==> config.mk <==
export PLATFORM = sky130hd
export DESIGN_NAME = mcgc_top
export DESIGN_NICKNAME = d
export VERILOG_FILES = /design/src/include/mcgc_pkg.sv /design/src/core/mcgc_fifo.sv /design/src/core/mcgc_top.sv
export SDC_FILE = /design/constraint.sdc
export NUM_CORES = 1
export LEC_CHECK = 0
export BUFFER_PORTS_ARGS = -buffer_cell sky130_fd_sc_hd__buf_2
export CORE_MARGIN = 1
export CORE_UTILIZATION = 45
export CTS_BUF_LIST = sky130_fd_sc_hd__clkbuf_8 sky130_fd_sc_hd__clkbuf_16
export CTS_CLUSTER_DIAMETER = 100
export CTS_CLUSTER_SIZE = 20
export DETAILED_ROUTE_END_ITERATION = 10
export SETUP_SLACK_MARGIN = 0.2
export SLEW_MARGIN = 25
export SYNTH_ARGS = -nofsm -noshare
export SYNTH_HDL_FRONTEND = slang
export SYNTH_SLANG_ARGS = --single-unit
export TNS_END_PERCENT = 30
==> constraint.sdc <==
create_clock -name mclk_i -period 4.6 [get_ports mclk_i]
set_input_delay 0.23 -clock mclk_i [delete_from_list [all_inputs] [get_ports mclk_i]]
set_output_delay 0.23 -clock mclk_i [all_outputs]
set_load 0.03 [all_outputs]
==> src/include/mcgc_pkg.sv <==
// Constants, register map and state codes for the Manchester line coder.
// Assumes a single 100 MHz clock and a 32-bit Avalon-MM register bus.
package mcgc_pkg;

  // ==========================================================================
  // Bus and register map (byte addresses)
  localparam int unsigned ADDR_W       = 16;
  localparam logic [15:0] CTL0_OFFSET  = 16'hff4c; // coder_control_0
  localparam logic [15:0] CTL1_OFFSET  = 16'hff50; // coder_control_1, half-bit divider
  localparam logic [15:0] CTL2_OFFSET  = 16'hff54; // coder_control_2, transmit data
  localparam logic [15:0] STAT_OFFSET  = 16'hff58; // coder status

  // ==========================================================================
  // coder_control_0 fields
  localparam int unsigned CTL0_POWER_BIT  = 7;
  localparam int unsigned CTL0_ORDER_BIT  = 4;
  localparam int unsigned CTL0_FORMAT_BIT = 1;
  localparam int unsigned CTL0_IDLE_BIT   = 0;
  localparam logic [7:0]  CTL0_RESET      = 8'h10;

  // ==========================================================================
  // Status fields
  localparam int unsigned STAT_BUSY_BIT  = 0;
  localparam int unsigned STAT_EMPTY_BIT = 1;
  localparam int unsigned STAT_FULL_BIT  = 2;
  localparam int unsigned STAT_LEVEL_LSB = 8;

  // ==========================================================================
  // Data path and timing
  localparam int unsigned DATA_W       = 8;
  localparam int unsigned FIFO_DEPTH   = 8;
  localparam int unsigned DIV_W        = 16;
  localparam int unsigned CLK_MHZ      = 100;
  localparam int unsigned BIT_TIME_NS  = 1000;                          // Default bit time
  localparam int unsigned HALF_CYCLES  = (BIT_TIME_NS * CLK_MHZ) / 2000; // Cycles per half bit
  localparam logic [15:0] CTL1_RESET   = 16'(HALF_CYCLES - 1);

  // ==========================================================================
  // Transmitter states
  typedef enum logic [0:0] {
    MCGC_IDLE = 1'b0,
    MCGC_SEND = 1'b1
  } mcgc_tx_st_t;

endpackage : mcgc_pkg

==> src/core/mcgc_fifo.sv <==
// Small synchronous FIFO with valid/ready on both sides.
// Assumes DEPTH is a power of two and one clock with a clock enable.
`timescale 1ns/10ps
`default_nettype none
module mcgc_fifo #(
  parameter int unsigned W     = 8,
  parameter int unsigned DEPTH = 8,
  parameter int unsigned AW    = $clog2(DEPTH)
) (
  input  wire logic          clk_i,
  input  wire logic          rst_i,
  input  wire logic          ce_i,
  input  wire logic          wr_valid_i,
  input  wire logic [W-1:0]  wr_data_i,
  output logic               wr_ready_o,
  output logic               rd_valid_o,
  output logic [W-1:0]       rd_data_o,
  input  wire logic          rd_ready_i,
  output logic [AW:0]        level_o
);

  typedef struct packed {
    logic [DEPTH-1:0][W-1:0] mem;
    logic [AW:0]             wptr;
    logic [AW:0]             rptr;
  } mcgc_fifo_st_t;

  mcgc_fifo_st_t r;
  mcgc_fifo_st_t n;

  // ==========================================================================
  // Flags from the pointers, one wrap bit above the index
  assign level_o    = r.wptr - r.rptr;
  assign wr_ready_o = (level_o != (AW+1)'(DEPTH));
  assign rd_valid_o = (r.wptr != r.rptr);
  assign rd_data_o  = r.mem[r.rptr[AW-1:0]];

  // ==========================================================================
  // Next state: push and pop may happen in the same cycle
  always_comb begin
    n = r;
    if (ce_i && wr_valid_i && wr_ready_o) begin
      n.mem[r.wptr[AW-1:0]] = wr_data_i;
      n.wptr                = r.wptr + 1'b1;
    end
    if (ce_i && rd_valid_o && rd_ready_i) begin
      n.rptr = r.rptr + 1'b1;
    end
  end

  // Pointers clear on reset; storage contents need no reset
  always_ff @(posedge clk_i) begin
    if (rst_i) begin
      r.mem  <= n.mem;
      r.wptr <= '0;
      r.rptr <= '0;
    end else begin
      r <= n;
    end
  end

endmodule // mcgc_fifo
`default_nettype wire

==> src/core/mcgc_top.sv <==
// Manchester / plain serial line coder with an Avalon-MM register slave.
// Assumes mclk_i at 100 MHz, synchronous active-high reset, and a
// clock enable that freezes every flip-flop while low.
//
// Our own choice: the Avalon-MM slave port.
`timescale 1ns/10ps
`default_nettype none

// Notes on behaviour
// - The coded bit stream leaves the block on coded_output_pin_o.
// - Control bit 7 stops the coder when zero and runs it when one.
// - Control bit 4 sends the word MSB first when zero and LSB first when one.
// - Control bit 1 picks Manchester coding when zero and plain bit-sequential when one.
// - Control bit 0 is the line level held while nothing is being sent.
// - The control register resets to 10H and its bits 6, 5, 3 and 2 read zero.
module mcgc_top
  import mcgc_pkg::*;
#(
  parameter int unsigned DW    = DATA_W,
  parameter int unsigned DEPTH = FIFO_DEPTH
) (
  input  wire logic              mclk_i,
  input  wire logic              sys_rst_i,
  input  wire logic              ce_i,
  input  wire logic [ADDR_W-1:0] avs_address_i,
  input  wire logic              avs_read_i,
  input  wire logic              avs_write_i,
  input  wire logic [31:0]       avs_writedata_i,
  input  wire logic [3:0]        avs_byteenable_i,
  output logic      [31:0]       avs_readdata_o,
  output logic                   avs_waitrequest_o,
  output logic                   coded_output_pin_o
);

  localparam int unsigned BW = $clog2(DW);
  localparam int unsigned LW = $clog2(DEPTH) + 1;

  // ==========================================================================
  // State record
  typedef struct packed {
    logic                 power;      // coder_power_on
    logic                 lsb_first;  // first_bit_order
    logic                 plain;      // output_format_select
    logic                 idle_lvl;   // idle_output_level
    logic [DIV_W-1:0]     half_div;   // Half-bit length minus one
    logic                 waitreq;    // Bus wait flag, low for the answer cycle
    logic [31:0]          rdata;      // Read data held for the answer cycle
    mcgc_tx_st_t          st;         // Transmitter state
    logic [DW-1:0]        shreg;      // Word being sent
    logic [BW-1:0]        bitcnt;     // Bits left after the current one
    logic                 half;       // Second half of the current bit
    logic [DIV_W-1:0]     cnt;        // Cycles left in the current half
    logic                 pin;        // Registered line level
  } mcgc_state_t;

  localparam mcgc_state_t RESET_ST = '{
    power:     CTL0_RESET[CTL0_POWER_BIT],
    lsb_first: CTL0_RESET[CTL0_ORDER_BIT],
    plain:     CTL0_RESET[CTL0_FORMAT_BIT],
    idle_lvl:  CTL0_RESET[CTL0_IDLE_BIT],
    half_div:  CTL1_RESET,
    waitreq:   1'b1,
    rdata:     32'h0000_0000,
    st:        MCGC_IDLE,
    shreg:     '0,
    bitcnt:    '0,
    half:      1'b0,
    cnt:       '0,
    pin:       CTL0_RESET[CTL0_IDLE_BIT]
  };

  mcgc_state_t r;
  mcgc_state_t n;

  // ==========================================================================
  // FIFO between the data register and the shifter
  logic           fifo_push;
  logic           fifo_wr_ready;
  logic           fifo_rd_valid;
  logic [DW-1:0]  fifo_rd_data;
  logic           fifo_pop;
  logic [LW-1:0]  fifo_level;

  mcgc_fifo #(
    .W     (DW),
    .DEPTH (DEPTH)
  ) mcgc_fifo_i (
    .clk_i      (mclk_i),
    .rst_i      (sys_rst_i),
    .ce_i       (ce_i),
    .wr_valid_i (fifo_push),
    .wr_data_i  (avs_writedata_i[DW-1:0]),
    .wr_ready_o (fifo_wr_ready),
    .rd_valid_o (fifo_rd_valid),
    .rd_data_o  (fifo_rd_data),
    .rd_ready_i (fifo_pop),
    .level_o    (fifo_level)
  );

  // ==========================================================================
  // Address decode and read values
  logic        hit_ctl0;
  logic        hit_ctl1;
  logic        hit_ctl2;
  logic        hit_stat;
  logic        data_wr;
  logic [31:0] ctl0_val;
  logic [31:0] stat_val;
  logic [31:0] read_mux;

  assign hit_ctl0 = (avs_address_i == CTL0_OFFSET);
  assign hit_ctl1 = (avs_address_i == CTL1_OFFSET);
  assign hit_ctl2 = (avs_address_i == CTL2_OFFSET);
  assign hit_stat = (avs_address_i == STAT_OFFSET);
  assign data_wr  = avs_write_i && hit_ctl2 && avs_byteenable_i[0];

  // Control image; unused bit positions read zero
  always_comb begin
    ctl0_val                  = 32'h0000_0000;
    ctl0_val[CTL0_POWER_BIT]  = r.power;
    ctl0_val[CTL0_ORDER_BIT]  = r.lsb_first;
    ctl0_val[CTL0_FORMAT_BIT] = r.plain;
    ctl0_val[CTL0_IDLE_BIT]   = r.idle_lvl;
  end

  // Status image: busy, FIFO empty and full, FIFO fill level
  always_comb begin
    stat_val                 = 32'h0000_0000;
    stat_val[STAT_BUSY_BIT]  = (r.st == MCGC_SEND);
    stat_val[STAT_EMPTY_BIT] = !fifo_rd_valid;
    stat_val[STAT_FULL_BIT]  = !fifo_wr_ready;
    stat_val[STAT_LEVEL_LSB +: LW] = fifo_level;
  end

  // Read multiplexer; unmapped addresses read zero
  always_comb begin
    read_mux = 32'h0000_0000;
    if (hit_ctl0) begin
      read_mux = ctl0_val;
    end else if (hit_ctl1) begin
      read_mux = {{(32-DIV_W){1'b0}}, r.half_div};
    end else if (hit_stat) begin
      read_mux = stat_val;
    end
  end

  // Push into the FIFO in the answer cycle of a data write
  assign fifo_push = ce_i && !r.waitreq && data_wr;

  // ==========================================================================
  // Next state: bus slave, then transmitter, then line level
  always_comb begin
    n        = r;
    fifo_pop = 1'b0;
    if (ce_i) begin
      // Bus: request cycle, then one answer cycle with waitrequest low
      if (r.waitreq) begin
        // A data write with a full FIFO waits for room
        if ((avs_read_i || avs_write_i) && !(data_wr && !fifo_wr_ready)) begin
          n.waitreq = 1'b0;
          n.rdata   = avs_read_i ? read_mux : 32'h0000_0000;
        end
      end else begin
        n.waitreq = 1'b1;
        if (avs_write_i && hit_ctl0 && avs_byteenable_i[0]) begin
          // One byte write may change every field at once
          n.power     = avs_writedata_i[CTL0_POWER_BIT];
          n.lsb_first = avs_writedata_i[CTL0_ORDER_BIT];
          n.plain     = avs_writedata_i[CTL0_FORMAT_BIT];
          n.idle_lvl  = avs_writedata_i[CTL0_IDLE_BIT];
        end
        if (avs_write_i && hit_ctl1) begin
          if (avs_byteenable_i[0]) begin
            n.half_div[7:0] = avs_writedata_i[7:0];
          end
          if (avs_byteenable_i[1]) begin
            n.half_div[15:8] = avs_writedata_i[15:8];
          end
        end
      end

      // Transmitter
      if (!r.power) begin
        // Stopped: drop any word in flight, keep the FIFO
        n.st     = MCGC_IDLE;
        n.half   = 1'b0;
        n.cnt    = '0;
        n.bitcnt = '0;
      end else begin
        unique case (r.st)
          MCGC_IDLE: begin
            if (fifo_rd_valid) begin
              fifo_pop = 1'b1;
              n.st     = MCGC_SEND;
              n.shreg  = fifo_rd_data;
              n.bitcnt = BW'(DW - 1);
              n.half   = 1'b0;
              n.cnt    = r.half_div;
            end
          end
          MCGC_SEND: begin
            if (r.cnt != '0) begin
              n.cnt = r.cnt - 1'b1;
            end else if (!r.half) begin
              // Mid-bit
              n.half = 1'b1;
              n.cnt  = r.half_div;
            end else if (r.bitcnt != '0) begin
              // Next bit of the same word
              n.bitcnt = r.bitcnt - 1'b1;
              n.shreg  = r.lsb_first ? {1'b0, r.shreg[DW-1:1]}
                                     : {r.shreg[DW-2:0], 1'b0};
              n.half   = 1'b0;
              n.cnt    = r.half_div;
            end else if (fifo_rd_valid) begin
              // Next word follows without an idle gap
              fifo_pop = 1'b1;
              n.shreg  = fifo_rd_data;
              n.bitcnt = BW'(DW - 1);
              n.half   = 1'b0;
              n.cnt    = r.half_div;
            end else begin
              n.st = MCGC_IDLE;
            end
          end
        endcase
      end

      // Line level for the next cycle
      if (n.st == MCGC_SEND) begin
        if (n.plain) begin
          n.pin = n.lsb_first ? n.shreg[0] : n.shreg[DW-1];
        end else begin
          // First half carries the inverse, second half the bit
          n.pin = (n.lsb_first ? n.shreg[0] : n.shreg[DW-1]) ^ !n.half;
        end
      end else begin
        n.pin = n.idle_lvl;
      end
    end
  end

  // ==========================================================================
  // State register with synchronous reset and clock enable
  always_ff @(posedge mclk_i) begin
    if (sys_rst_i) begin
      r <= RESET_ST;
    end else begin
      r <= n;
    end
  end

  // ==========================================================================
  // Outputs straight from flip-flops
  assign avs_readdata_o     = r.rdata;
  assign avs_waitrequest_o  = r.waitreq;
  assign coded_output_pin_o = r.pin;

endmodule // mcgc_top
`default_nettype wire

# ---- Word-level counts from Yosys, hierarchy flattened
# Cells that the tools add are included.
dict set report totals {
  output_inout_bits 34
  regBits 155
  wordCells 129
}
dict set report classes {
  n_addsub 5
  mux 44
  eq_ne 21
  n_reduce_logical 29
  magnitude_cmp 3
  bitwise_logic 2
}
# op n
set op_table {}
lappend op_table {{two-way mux 20 bit} 4}
lappend op_table {{two-way mux 68 bit} 1}
lappend op_table {{bitwise mux 64 bit} 1}
lappend op_table {{== test 16 bit, second input constant} 4}
lappend op_table {{two-way mux 16 bit} 4}
lappend op_table {{case mux 29 bit (2 select lines)} 1}
lappend op_table {{two-way mux 28 bit} 2}
lappend op_table {{two-way mux 8 bit} 7}
lappend op_table {{two-way mux 33 bit} 1}
lappend op_table {{two-way mux 32 bit} 1}
lappend op_table {{two-way mux 29 bit} 1}
lappend op_table {{binary-select mux 8 bit (select 3 bit)} 1}
lappend op_table {{demux 8 bit (select 3 bit)} 1}
lappend op_table {{two-way mux 12 bit} 2}
lappend op_table {{two-way mux 17 bit} 1}
lappend op_table {{inequality test 4 bit, second input constant} 4}
lappend op_table {{nonzero test 16 bit} 1}
lappend op_table {{subtractor 16 x 1 -> 16 bit, second input constant} 1}
lappend op_table {{logical AND 1 bit} 14}
lappend op_table {{two-way mux 1 bit} 13}
lappend op_table {{two-way mux 13 bit} 1}
lappend op_table {{inequality test 2 x 1 -> 1 bit, second input constant} 5}
lappend op_table {{inequality test 3 bit, second input constant} 3}
lappend op_table {{AND reduction 3 bit} 3}
lappend op_table {{other kinds (20)} 27}

# ---- Longest topological paths before layout
# Gate-level depths: netlist of the first run.
dict set report depth {
  word_depth 13
  ltp_mapped 12
  ltp_nobuf 10
}

# ---- By module
# From an unflattened synthesis of the first run, not the netlist that was laid out.
dict set report hier_totals {
  cells_unflattened 653
  hier_area_um2 6927.9
}
# module area_per_inst_um2 instances seq_area_each_um2 cells_each
set modules_own_cells {}
lappend modules_own_cells {mcgc_top 3928.8 1 1341.3 472}
lappend modules_own_cells {mcgc_fifo 2999.1 1 2082.0 181}

# ---- Worst setup path after synthesis of the first run
# Ideal clock, no wire load.
dict set report synth_path {
  path_type {register -> register}
  startpoint {register mcgc_fifo_i.r[1] (netlist name)}
  endpoint {register mcgc_fifo_i.r[40] (netlist name) (enable)}
  arrival_time_ns 3.133
  path_buffers 2
  setup_time_ns 0.398
  path_slack_ns 1.069
  required_ns 4.202
  synth_period_minus_slack_ns 3.531
  path_stages_with_launch 10
  path_cell_list {dfxtp_1 > clkbuf_1 > inv_1 > ha_1 > nor2b_1 > o21a_1 > or3_1 > a311o_1 > clkbuf_1 > nor4b_1}
}
dict set report synth_via {
  elab_chain_len 4
}
# item line
set synth_rtl {}
lappend synth_rtl {{from (decl)} mcgc_fifo.sv:28} ;# mcgc_fifo_st_t r;
lappend synth_rtl {{from (signal assigned)} mcgc_fifo.sv:58} ;# r <= n;
lappend synth_rtl {{subtractor 4 bit} mcgc_fifo.sv:33} ;# assign level_o = r.wptr - r.rptr;
lappend synth_rtl {{inequality test 4 bit} mcgc_fifo.sv:34} ;# assign wr_ready_o = (level_o != (AW+1)'(DEPTH));
lappend synth_rtl {{logical AND 1 bit} mcgc_fifo.sv:42} ;# if (ce_i && wr_valid_i && wr_ready_o) begin
lappend synth_rtl {{two-way mux 68 bit} mcgc_fifo.sv:42}
# Every way passes these cells.
# A chain may end at the register's enable or synchronous reset.

# ---- Worst setup path in the final report of the first run
dict set report layout_path {
  startpoint {register r[1] (netlist name)}
  endpoint {register r[26] (netlist name)}
}
dict set report layout_via {
  elab_chain_len 3
}
# item line
set layout_rtl {}
lappend layout_rtl {{from (decl)} mcgc_top.sv:72} ;# mcgc_state_t r;
lappend layout_rtl {{from (signal assigned)} mcgc_top.sv:249} ;# r <= n;
lappend layout_rtl {{nonzero test 16 bit} mcgc_top.sv:202} ;# if (r.cnt != '0) begin
lappend layout_rtl {{inequality test 3 bit (no source line)} --}
lappend layout_rtl {{AND reduction 6 bit (no source line)} --}
# Every way passes these cells.

==> results, run 1 <==
- The flow ran to the end, but the final reports show violations.
- The checks that failed: design-rule violations.
- The tightest min-delay check is of the in2reg type.
- The final max-slew violation count is 0.
- The placer congestion estimate is 0.957.
- Setup repair after global routing left no endpoint under its margin.
- The average wire per standard cell is 17.7 um.
- Detailed placement finished with a half-perimeter wire length of 11000 um.
- The diode insertion count for antenna repair is 0.
- The synthesis-stage register bit count is ~140.
- In this run, post-CTS repair resized a total of 0 instances.
- In this run the deepest clock path goes through 2 buffers.
- During placement, the flow inserted port buffers numbering 56.
- The number of buffers created by CTS is 17.
- Including well taps, the total number of placed cells is 848.
- The destination of the critical timing path is r[26].
- The peak supply drop is 0.000406 V.
- The total chip power is 0.00275 W.
- The signal on the critical path passes through inv_1 -> ha_1 -> nor3b_1 -> nand3_1 -> or2_2 -> a211oi_2 -> o221ai_1 -> o21ai_0 -> nor2_1.
- The effective utilization at floorplan is a little under half.
- After synthesis, the share of flip-flops with an asynchronous set or reset is 0%.
- The leakage dissipation is 2.87 nW.
- The DRC violation count after routing is 13.
- The die covers ~0.016 mm2.
- After routing the design area is between 0.007 and 0.008 mm2.
- In this run the worst path has a maximum fanout of 15.
- The number of global-route vias before repair was approximately 4900.
- In this run, synthesis inferred 64 flip-flops with an integrated enable.
- The terminus of the critical flop-to-flop path is r[26].
- Data on the critical path arrives at its endpoint at 3.69 ns.
- The number of placed I/O pins is 91.
- The kind of end point of the critical path is a flop.
- The net total in the final layout is 749.
- The total congestion overflow after global routing is 0.
- The synthesized area per cell is 10.6 um2.
- The summed instance area of the synthesized netlist is 0.00680 mm2.
- The worst slew margin relative to its limit is 44.5%.
- In this run the critical register-to-register path is launched from r[1].
- The most critical setup path has its startpoint at r[1].
- The hold violation count in the final report is 0.
- The proportion of layout cells with a drive suffix above 1 is 19.8%.
- The die is between 100 and 150 um wide.
- Max-cap violations in this run came to 0.
- The final setup violation count is 0.
- STA classifies the critical path startpoint as a flop.
- After floorplanning, the core was sized to cover 0.0146 mm2.
- The deepest level of the CTS H-tree is 4.
- The first-pass GRT wire length is 24900 um.
- The post-detailed-route count of antenna-violating nets is 0.
- The latest clock arrival within the worst-skew pair is 0.42 ns.
- The global routing usage summed across all routing layers is slightly above 20%.
- The ratio of routed vias to standard cells is 5.70.
- The floorplan step set the die height to 125 um.
- Setup slack on the worst reg-to-reg path comes out at 1.18 ns.
- The first routing iteration left 397 violations.
- For this design the ratio of total power to cell area is 356 mW/mm2.
- In this run the post-CTS setup repair buffer count came out at 0.
- Based on the critical path, the design can be clocked at up to 293 MHz.
- The number of warning messages in the yosys log is 0.
- The number of distinct library cells after synthesis is 65.
- The slowest stage of the critical path belongs to the cell sky130_fd_sc_hd__a211oi_2.
- At the placement stage, the worst setup path has a slack of ~1.2 ns.
- Entering global routing, the biggest net connects 77 pins.
- The row count is 44.
- The clock transition at the register clock pins on the worst setup and hold paths after CTS is 0.06 ns.
- The clock tree root buffer cell is sky130_fd_sc_hd__clkbuf_16.
- The transition time at the pin with the least slew margin is roughly 0.83 ns.
- The post-route worst setup slack is 1.18 ns.
- The CTS tree is done.
- The worst endpoint required time is 4.87 ns.
- The final instance count without filler cells is 880.
- The post-route clock period utilization is 74.3%.
- The part of the Yosys area used for sequential elements is 50.4%.
- CTS saw 139 sinks.
- Summing all placed instances gives a cell area of 0.00712 mm2.
- The cell count after synthesis came out at 642.
- Compared with the post-synthesis result, the final layout area differs by 13.4%.
- The worst reg-to-reg path cell count is 9.
- Between clock sinks in the finished design, the worst skew comes to 0.00825 ns.
- The total negative slack for setup checks is 0 ns.
- The routed design has between 15000 and 20000 um of wire.
- The number of hold-repair buffers added at the cts stage is 0.
- The most used flip-flop cell after synthesis is sky130_fd_sc_hd__dfxtp_1.
- The critical path class is reg2reg.
- The initial antenna violation count came to 0.
- For this block, the via count after detailed routing is 5014.
- The minimum clock period after layout is 3.42 ns.
- The delay of the slowest cell on the worst path is 0.75 ns.
- The pre-antenna-repair detailed-routing pass consisted of 8 iterations.
cell type report:
class / instances / area (um2)
Sequential cell: 139 / 3420
Inverter: 13 / 48.8
Multi-Input combinational cell: 441 / 3020
Fill cell: 1300 / 6940
Timing Repair Buffer: 71 / 393
Clock buffer: 17 / 425
Tap cell: 184 / 230
Clock inverter: 15 / 164
sequential cells by signal, indices dropped and copies added (netlist names):
signal              flops
avs_waitrequest_o       1
mcgc_fifo_i.r          72
avs_readdata_o         16
ctl0_val                4
r                      45
coded_output_pin_o      1
through the flow:
stage          utilization (%)  hold slack, ns
3_5_place_dp              48.6           0.441
2_1_floorplan                -           0.329
6_report                  52.6          0.0514
5_1_grt                   52.6          0.0520
3_3_place_gp              48.6           0.440
4_1_cts                   52.6          0.0392
routing by layer:
metal | track usage, % | wire length (um)
met3 | 4.04 | 646
met2 | 34.8 | 7650
met4 | 7.96 | 342
met1 | 26.6 | 6900
met5 | 0 | 0
Yosys cell counts, drive strengths merged (3+ instances only):
master   n  share of area, %
or3      6              0.55
nor2    68               3.8
o221ai   7              0.99
nand4    8              0.83
a311oi   3              0.48
dfxtp   75                22
nor4     9               1.2
mux4    16               5.3
mux2     4              0.66
or4      4              0.55
nor4b    3              0.48
ha       8               1.5
a21oi   34               2.5
buf     39               4.1
edfxtp  64                28
a211o    4              0.52
xnor2   14               1.8
nor3b    6              0.66
inv     13              0.72
clkbuf  25               1.4
o21ai   32               2.4
nor2b   12               1.1
nor3    12              0.88
a211oi   6              0.74
xor2     6              0.77
nand2   55               3.0
a22oi   16               1.8
a22o     4              0.52
nand3   21               1.5
mux2i   33               4.9
nand2b   7              0.64
worst min path at each step:
stage	slack, ns	start	endpoint	depth (start not counted)
after floorplan	0.33	avs_writedata_i[2]	mcgc_fifo_i.r[10]	0
after global placement	0.44	avs_readdata_o[2]	avs_readdata_o[2]	2
after detailed placement	0.44	avs_readdata_o[14]	avs_readdata_o[14]	2
after CTS	0.04	avs_writedata_i[8]	r[71]	3
after global routing	0.05	avs_writedata_i[15]	r[78]	3
final	0.05	avs_writedata_i[8]	r[71]	3
power by group:
group	switching [W]	internal, W
clock network	0.000554	0.000810
registers	0.00000150	0.00129
logic	0.0000682	0.0000200
total	0.000624	0.00212
placed cells by master (no fill, tap or decap), drive strengths merged, types with 2 or more instances in the layout:
master and count:
a211o 4, a211oi 6, a21o 2, a21oi 34, a22o 4, a22oi 16
a311oi 3, buf 71, bufinv 2, clkbuf 17, clkinv 5, conb 16
dfxtp 75, edfxtp 64, ha 8, inv 20, mux2 4, mux2i 33
mux4 16, nand2 55, nand2b 7, nand3 21, nand4 8, nand4b 2
nor2 68, nor2b 12, nor3 12, nor3b 6, nor4 9, nor4b 3
o211ai 2, o21ai 32, o221ai 7, o31a 2, o31ai 2, or2 2
or3 6, or4 4, xnor2 14, xor2 6
cell families (layout without fill, tap and decap cells):
kind of cell | Yosys count | after routing | synth area share (%)
other cells | 1 | 16 | 0.0552
fa+ha+maj | 9 | 9 | 1.77
buf+inv | 77 | 116 | 6.15
flops | 139 | 139 | 50.4
mux | 53 | 53 | 10.8
xor+xnor | 20 | 20 | 2.58
compound gates | 124 | 124 | 12.1
simple gates | 219 | 219 | 16.1
worst max-delay path: cells and delay by family, from the launching register on:
kind                     cells  cell delay [ns]
AO/OA/AOI/OAI                3             1.14
AND/OR/NAND/NOR              4             1.55
buffers and inverters        1             0.08
adder cells (fa/ha/maj)      1             0.17
flip-flops                   1             0.35
Power figures use the tool's default switching activity.
==> run 2, diff against run 1 <==
clock period = 3.2 ns   (was 4.6 ns; I/O delays follow)
==> results, run 2 (synthesis results as in run 1) <==
- The run finished, with violations left.
- The checks that failed: design-rule violations.
- The switching part of the total is 22.2%.
- The H-tree generated during clock tree synthesis spans 4 levels.
- The net switching power figure is 0.000873 W.
- Combinational logic is responsible for between 3 and 4% of the overall power.
- The proportion of layout cells with a drive suffix above 1 is 21.7%.
- The maximum fanout count along the critical path is 8.
- Of the available clock period, the critical path in the final layout requires 88.6%.
- The initial utilization of the core area, before any placement, comes to 46.4%.
- The hold violation count in the final report was 0.
- The first global-routing pass estimated 27300 um of wire.
- The post-detailed-route count of antenna-violating nets is 0.
- On the worst path, the slowest cell contributes a delay of 0.50 ns.
- The transition time at the pin with the least slew margin is ~0.80 ns.
- In the final routed layout, each cell accounts on average for 18.4 um.
- The instance area at placement is approximately 0.0072 mm2.
- just over 90 I/O pins were placed.
- No sink is reached through more buffers than the 2 on the longest clock path.
- Detailed routing inserted a total of 5160 vias.
- Of the total power, registers draw about 47%.
- Summed over all layers, the routed wires come to 16600 um.
- The worst slew margin relative to its limit is 46.1%.
- The synthesis-to-layout area growth is 16.6%.
- The library cell used most frequently in the layout, excluding fill and tap cells, is sky130_fd_sc_hd__dfxtp_1.
- The post-route cell area is 0.00793 mm2.
- After layout, the design draws a total of ~0.0039 W.
- The diode insertion count for antenna repair is 0.
- IR analysis of the VDD net gives a maximum drop of 0.000398 V.
- The row count is 44.
- The cell family contributing the most delay on the critical path is adder cells.
- For this design the ratio of total power to cell area is 497 mW/mm2.
- The final-layout fill cell count is 1247.
- The arrival time at the worst endpoint is 2.97 ns.
- The overall die width is between 100 and 150 um.
- STA puts the critical path data required time at between 3 and 4 ns.
- The critical path goes through inv_2 -> ha_1 -> inv_1 -> fa_1 -> xnor2_1 -> and3b_1 -> a311o_2 -> nor4b_4 -> buf_4.
- The cell type of the slowest stage on the worst timing path is sky130_fd_sc_hd__a311o_2.
- Setup repair after global routing left no endpoint under its margin.
- Setup violations remaining at the end of the flow were counted as 0.
- Entering global routing, the biggest net connects 44 pins.
- The minimum clock period after layout is 2.84 ns.
- The kind of end point of the critical path is a flop.
- The final max-slew violation count came to 0.
- The register with the most flip-flops in the layout has 72 of them.
- Ranked by flip-flop count, first place goes to mcgc_fifo_i.r.
- In this run, CTS created clock tree buffers numbering 17.
- The clock transition at the register clock pins on the worst setup and hold paths after CTS is 0.06 ns.
- Across all register-to-register paths, the minimum setup slack is 0.36 ns.
- The HPWL after detailed placement is 11700 um.
- The latest clock arrival within the worst-skew pair is 0.43 ns.
- The global routing usage summed across all routing layers is 22.8%.
- The floorplan core area is 0.0146 mm2.
- The initial antenna violation count was 0.
- After detailed routing, the number of remaining DRC violations is 16.
- The total negative slack for setup checks is 0 ns.
- The violation count after the first detailed-route iteration is 392.
- The worst hold margin is 0.0371 ns.
- The first TritonRoute pass finished after 9 iterations.
- The clock tree root buffer cell is sky130_fd_sc_hd__clkbuf_16.
- The final worst clock skew is 0.00885 ns.
- The placer congestion estimate is around 0.9.
- The count of buffers inserted at the top-level ports is 56.
- The kind of start point of the critical path is a flop.
- The die area is about 0.016 mm2.
- Max-cap violations in this run came to 0.
- For this design the static power due to leakage is 2.98 nW.
- The kind of path behind the tightest hold check is in2reg.
- The net count of the finished layout is about 770.
- Cell internal power was estimated by the tool at 0.00306 W.
- TritonCTS built the clock tree.
- For this run the aggregate overflow at the end of global routing stands at 0.
- The critical path is of the reg2reg type.
- The number of global-route vias before repair came to 5009.
- The top cell types in the final layout, fill and taps aside, are sky130_fd_sc_hd__dfxtp_1 (74), sky130_fd_sc_hd__nor2_1 (68), sky130_fd_sc_hd__edfxtp_1 (64), sky130_fd_sc_hd__buf_2 (56), sky130_fd_sc_hd__nand2_1 (55).
- Counting both buffers and inverters, the worst setup path holds a total of 3.
- The share of total power dissipated in the clock network is 49.3%.
- In the routed layout, each cell is associated on average with a via count of 5.72.
- The maximum frequency from static timing analysis is 353 MHz.
- The die extent in y is 125 um.
- The TritonCTS sink count is between 100 and 150.
==> run 2: cell count changes in the layout (fill, tap and decap cells not counted), sizes merged <==
cell,change
dlygate4sd3,+8
buf,+14
clkinvlp,+1
clkinv,-1
inv,-1
clkbuf,+1
==> run 2: area by class of cell <==
| class | count | area (um2) | area share (%) |
|---|---|---|---|
| clock buffer | 18 | 439 | 5.54 |
| clock inverter | 14 | 148 | 1.86 |
| inverter | 13 | 48.8 | 0.616 |
| multi-input combinational | 441 | 3060 | 38.6 |
| sequential | 139 | 3420 | 43.2 |
| tap | 184 | 230 | 2.90 |
| timing repair buffer | 93 | 578 | 7.29 |
==> run 2: worst register-to-register path: cells and delay by family (launching register included) <==
family / cells / cell delay (ns)
adders and majority gates: 2 / 0.60
AOI/OAI and AO/OA: 1 / 0.50
and+or+nand+nor: 2 / 0.48
buffers and inverters: 3 / 0.40
DFF: 1 / 0.38
xor gates and xnor gates: 1 / 0.17
==> run 2: power by group through the flow <==
| stage | Sequential, W | Clock, W | Combinational, W |
|---|---|---|---|
| final | 0.00186 | 0.00194 | 0.000137 |
| after global routing | 0.00186 | 0.00206 | 0.000147 |
| after CTS | 0.00186 | 0.00197 | 0.000135 |
| after detailed placement | 0.00190 | 0 | 0.000128 |
| after global placement | 0.00190 | 0 | 0.000125 |
| after floorplan | 0.00190 | 0 | 0.0000813 |
==> run 2: metrics by stage <==
step | utilization [%] | std cells | setup slack (ns)
2_1_floorplan | - | 657 | 0.108
6_report | 54.1 | 902 | 0.364
3_5_place_dp | 49.4 | 861 | 0.188
5_1_grt | 54.1 | 902 | 0.212
3_3_place_gp | 49.4 | 861 | 0.287
4_1_cts | 54.0 | 901 | 0.219
==> run 2: final timing paths <==
kind,from,end,cells past startpoint
hold / removal,avs_writedata_i[7],mcgc_fifo_i.r[15],1
hold reg to reg,avs_readdata_o[5],avs_readdata_o[5],2
setup / recovery,mcgc_fifo_i.r[4],mcgc_fifo_i.r[45],9
setup reg to reg,mcgc_fifo_i.r[4],mcgc_fifo_i.r[45],9
==> run 2: repair_timing <==
item | 4_1_cts | 5_1_grt
resized for setup | 1 | 4
hold buffers | 8 | 0
setup endpoints to repair | 8 | 58
hold endpoints to repair | 8 | 0
buffers inserted | 0 | 1
pin swaps | 0 | 0
==> run 2: routing by layer <==
metal | GRT usage [%] | vias up | routed length, um
met5 | 0 | - | 0
met4 | 8.75 | 0 | 384
met3 | 5.93 | 25 | 874
met2 | 37.3 | 168 | 8120
met1 | 28.9 | 2523 | 7190
li1 | - | 2444 | -
==> run 3, diff against run 2 <==
BUFFER_PORTS_ARGS = not set   (was -buffer_cell sky130_fd_sc_hd__buf_2)
DONT_BUFFER_PORTS = 1   (was not set)
==> results, run 3 (synthesis results as in run 1) <==
- The topmost layer with routed signal wires is met4.
- The routed length on met2 is 7930 um.
- The DRC violation count after routing is 16.
- Data on the critical path is required at its endpoint by roughly 3.3 ns.
- The cell type of the slowest stage on the worst timing path is sky130_fd_sc_hd__a311o_1.
- From bottom edge to top edge, the die measures 125 um.
- Detailed routing inserted a total of 4957 vias.
- The maximum frequency from static timing analysis is 341 MHz.
- The routed design has 16500 um of wire.
- After clock tree synthesis, the clock-pin slew on the worst setup and hold paths is 0.06 ns.
- The run finished, with violations left.
- The power per cell area is 518 mW/mm2.
- The largest net degree at the start of global routing is 76.
- The area used by multi-input combinational logic is 0.00304 mm2.
- The routed metal-1 wirelength is 7080 um.
- The number of placed I/O pins is 91.
- The final max-slew violation count is 0.
- The post-route clock period utilization is 91.7%.
- The number of buffers created by CTS is 17.
- The first-pass GRT wire length is 26300 um.
- Walking the worst path, the cells encountered are inv_1 -> ha_1 -> inv_1 -> fa_1 -> xnor2_1 -> and3b_1 -> a311o_1 -> nor4b_4 -> buf_4.
- The tree is rooted in a sky130_fd_sc_hd__clkbuf_16.
- The latest clock arrival within the worst-skew pair is 0.43 ns.
- The initial antenna violation count came to 1.
- TritonCTS built the clock tree.
- The die area is about 0.016 mm2.
- The kind of path behind the tightest hold check is in2reg.
- The max-cap violation count is 0.
- The post-route worst setup slack is ~0.26 ns.
- The global routing usage summed across all routing layers is 22.3%.
- The net total in the final layout is 725.
- Setup repair after global routing could not meet its margin everywhere.
- The first detailed-routing pass ran for 10 iterations.
- The placer congestion estimate is roughly 0.9.
- Once detail routing completed, the nets flagged for antenna violations numbered 0.
- The total negative slack for setup checks is 0 ns.
- In the layout the commonest cells are sky130_fd_sc_hd__dfxtp_1 (75), sky130_fd_sc_hd__nor2_1 (68), sky130_fd_sc_hd__edfxtp_1 (64), sky130_fd_sc_hd__nand2_1 (55), sky130_fd_sc_hd__a21oi_1 (34).
- The final setup violation count is 0.
- Data arrives at the worst endpoint at 3.07 ns.
- At the pin with the least slew margin, the transition time is 0.697 ns.
- The minimum setup slack after placement is 0.254 ns.
- Counting I/O delays and the setup requirement, the final critical path takes 2.94 ns.
- The number of cells upsized or downsized after cts is 0.
- The ratio of routed vias to standard cells is 5.78.
- The worst slew margin relative to its limit is 53.2%.
- Cells with a size suffix above 1 make up 14.7% of the layout.
- The longest clock path from root to sink contains 2 buffers.
- After detailed routing, the average wire length per cell comes to 19.3 um.
- The critical path is of the reg2reg type.
- The initial utilization of the core area, before any placement, comes to 46.4%.
- The kind of start point of the critical path is a flop.
- Summing all flip-flop and latch instances after layout gives 0.00342 mm2.
- The TritonCTS sink count is approximately 140.
- Summed over all layers, the global routing overflow is 0.
- The largest register by flop count is mcgc_fifo_i.r.
- The most common library cell in the layout ignoring fill and taps is sky130_fd_sc_hd__dfxtp_1.
- The number of global-route vias before repair came to 4845.
- The checks that failed: design-rule violations.
- The number of flip-flops in the largest register is between 70 and 80.
- Counting the fill cells in the layout gives 1249.
- After detailed routing, the met3 layer carries just under 1000 um of wire.
- The first routing iteration left 352 violations.
- The maximum fanout count along the critical path is 8.
- The cell repeated most along the worst path is sky130_fd_sc_hd__inv_1.
- From synthesis to final layout, the design area changed by 14.5%.
- The count of buffers inserted at the top-level ports is 0.
- The delay of the slowest cell on the worst path is 0.51 ns.
- Between clock sinks in the finished design, the worst skew comes to 0.00772 ns.
- The hold violation count in the final report is 0.
- After floorplanning, the core was sized to cover 0.0146 mm2.
- The HPWL after detailed placement is 11400 um.
- The peak supply drop is 0.000624 V.
- The overall die width is 125 um.
- In this run the core area contains 44 standard-cell rows.
- CTS built an H-tree with a depth of 4.
- The worst setup path is captured at a flop.
- The leakage dissipation is 2.78 nW.
-- run 3: cell type report --
cell class / count / share of cell area (%)
Sequential cell: 139 / 44.0
Multi-Input combinational cell: 441 / 39.1
Clock buffer: 17 / 5.47
Timing Repair Buffer: 47 / 5.37
Tap cell: 184 / 2.96
Clock inverter: 15 / 2.43
Inverter: 13 / 0.627
Antenna cell: 1 / 0.0322
-- run 3: timing repair --
item,4_1_cts,5_1_grt
hold buffers,19,0
endpoints found under the hold margin,139,0
setup endpoints to repair,0,65
setup buffers,0,1
-- run 3: metrics by stage --
step           utilization (%)  cell area, um2  cells  hold WS, ns  power (W)
2_1_floorplan                -            6890    657        0.259    0.00198
3_3_place_gp              47.5            6950    804        0.239    0.00196
3_5_place_dp              47.5            6950    804        0.237    0.00196
4_1_cts                   53.1            7770    855       0.0247    0.00406
5_1_grt                   53.1            7780    857       0.0427    0.00413
6_report                  53.1            7780    857       0.0412    0.00403
-- run 3: final timing paths --
kind | startpoint | endpoint | slack [ns] | depth (start not counted)
setup reg to reg | mcgc_fifo_i.r[4] | mcgc_fifo_i.r[44] | 0.26 | 9
hold / removal | avs_address_i[3] | avs_readdata_o[10] | 0.04 | 3
hold reg to reg | r[15] | r[15] | 0.51 | 2
setup / recovery | mcgc_fifo_i.r[4] | mcgc_fifo_i.r[44] | 0.26 | 9
-- run 3: layer usage --
| metal | vias to the layer above | track usage, % |
|---|---|---|
| met5 | - | 0 |
| met4 | 0 | 10.6 |
| met3 | 33 | 6.31 |
| met2 | 147 | 36.9 |
| met1 | 2425 | 26.9 |
| li1 | 2352 | - |
-- run 3: where the power goes --
group          leakage (nW)  internal (W)  total (W)  switching, W
clock                 0.301       0.00124    0.00205      0.000809
combinational          1.30     0.0000320   0.000116     0.0000839
sequential             1.18       0.00186    0.00186    0.00000447
-- run 3: worst max-delay path: cells and delay by family, from the launching register on --
kind,cells,cell delay (ns)
xor+xnor,1,0.15
flops,1,0.40
buf+inv,3,0.46
fa+ha+maj,2,0.62
simple gates,2,0.49
compound gates,1,0.51
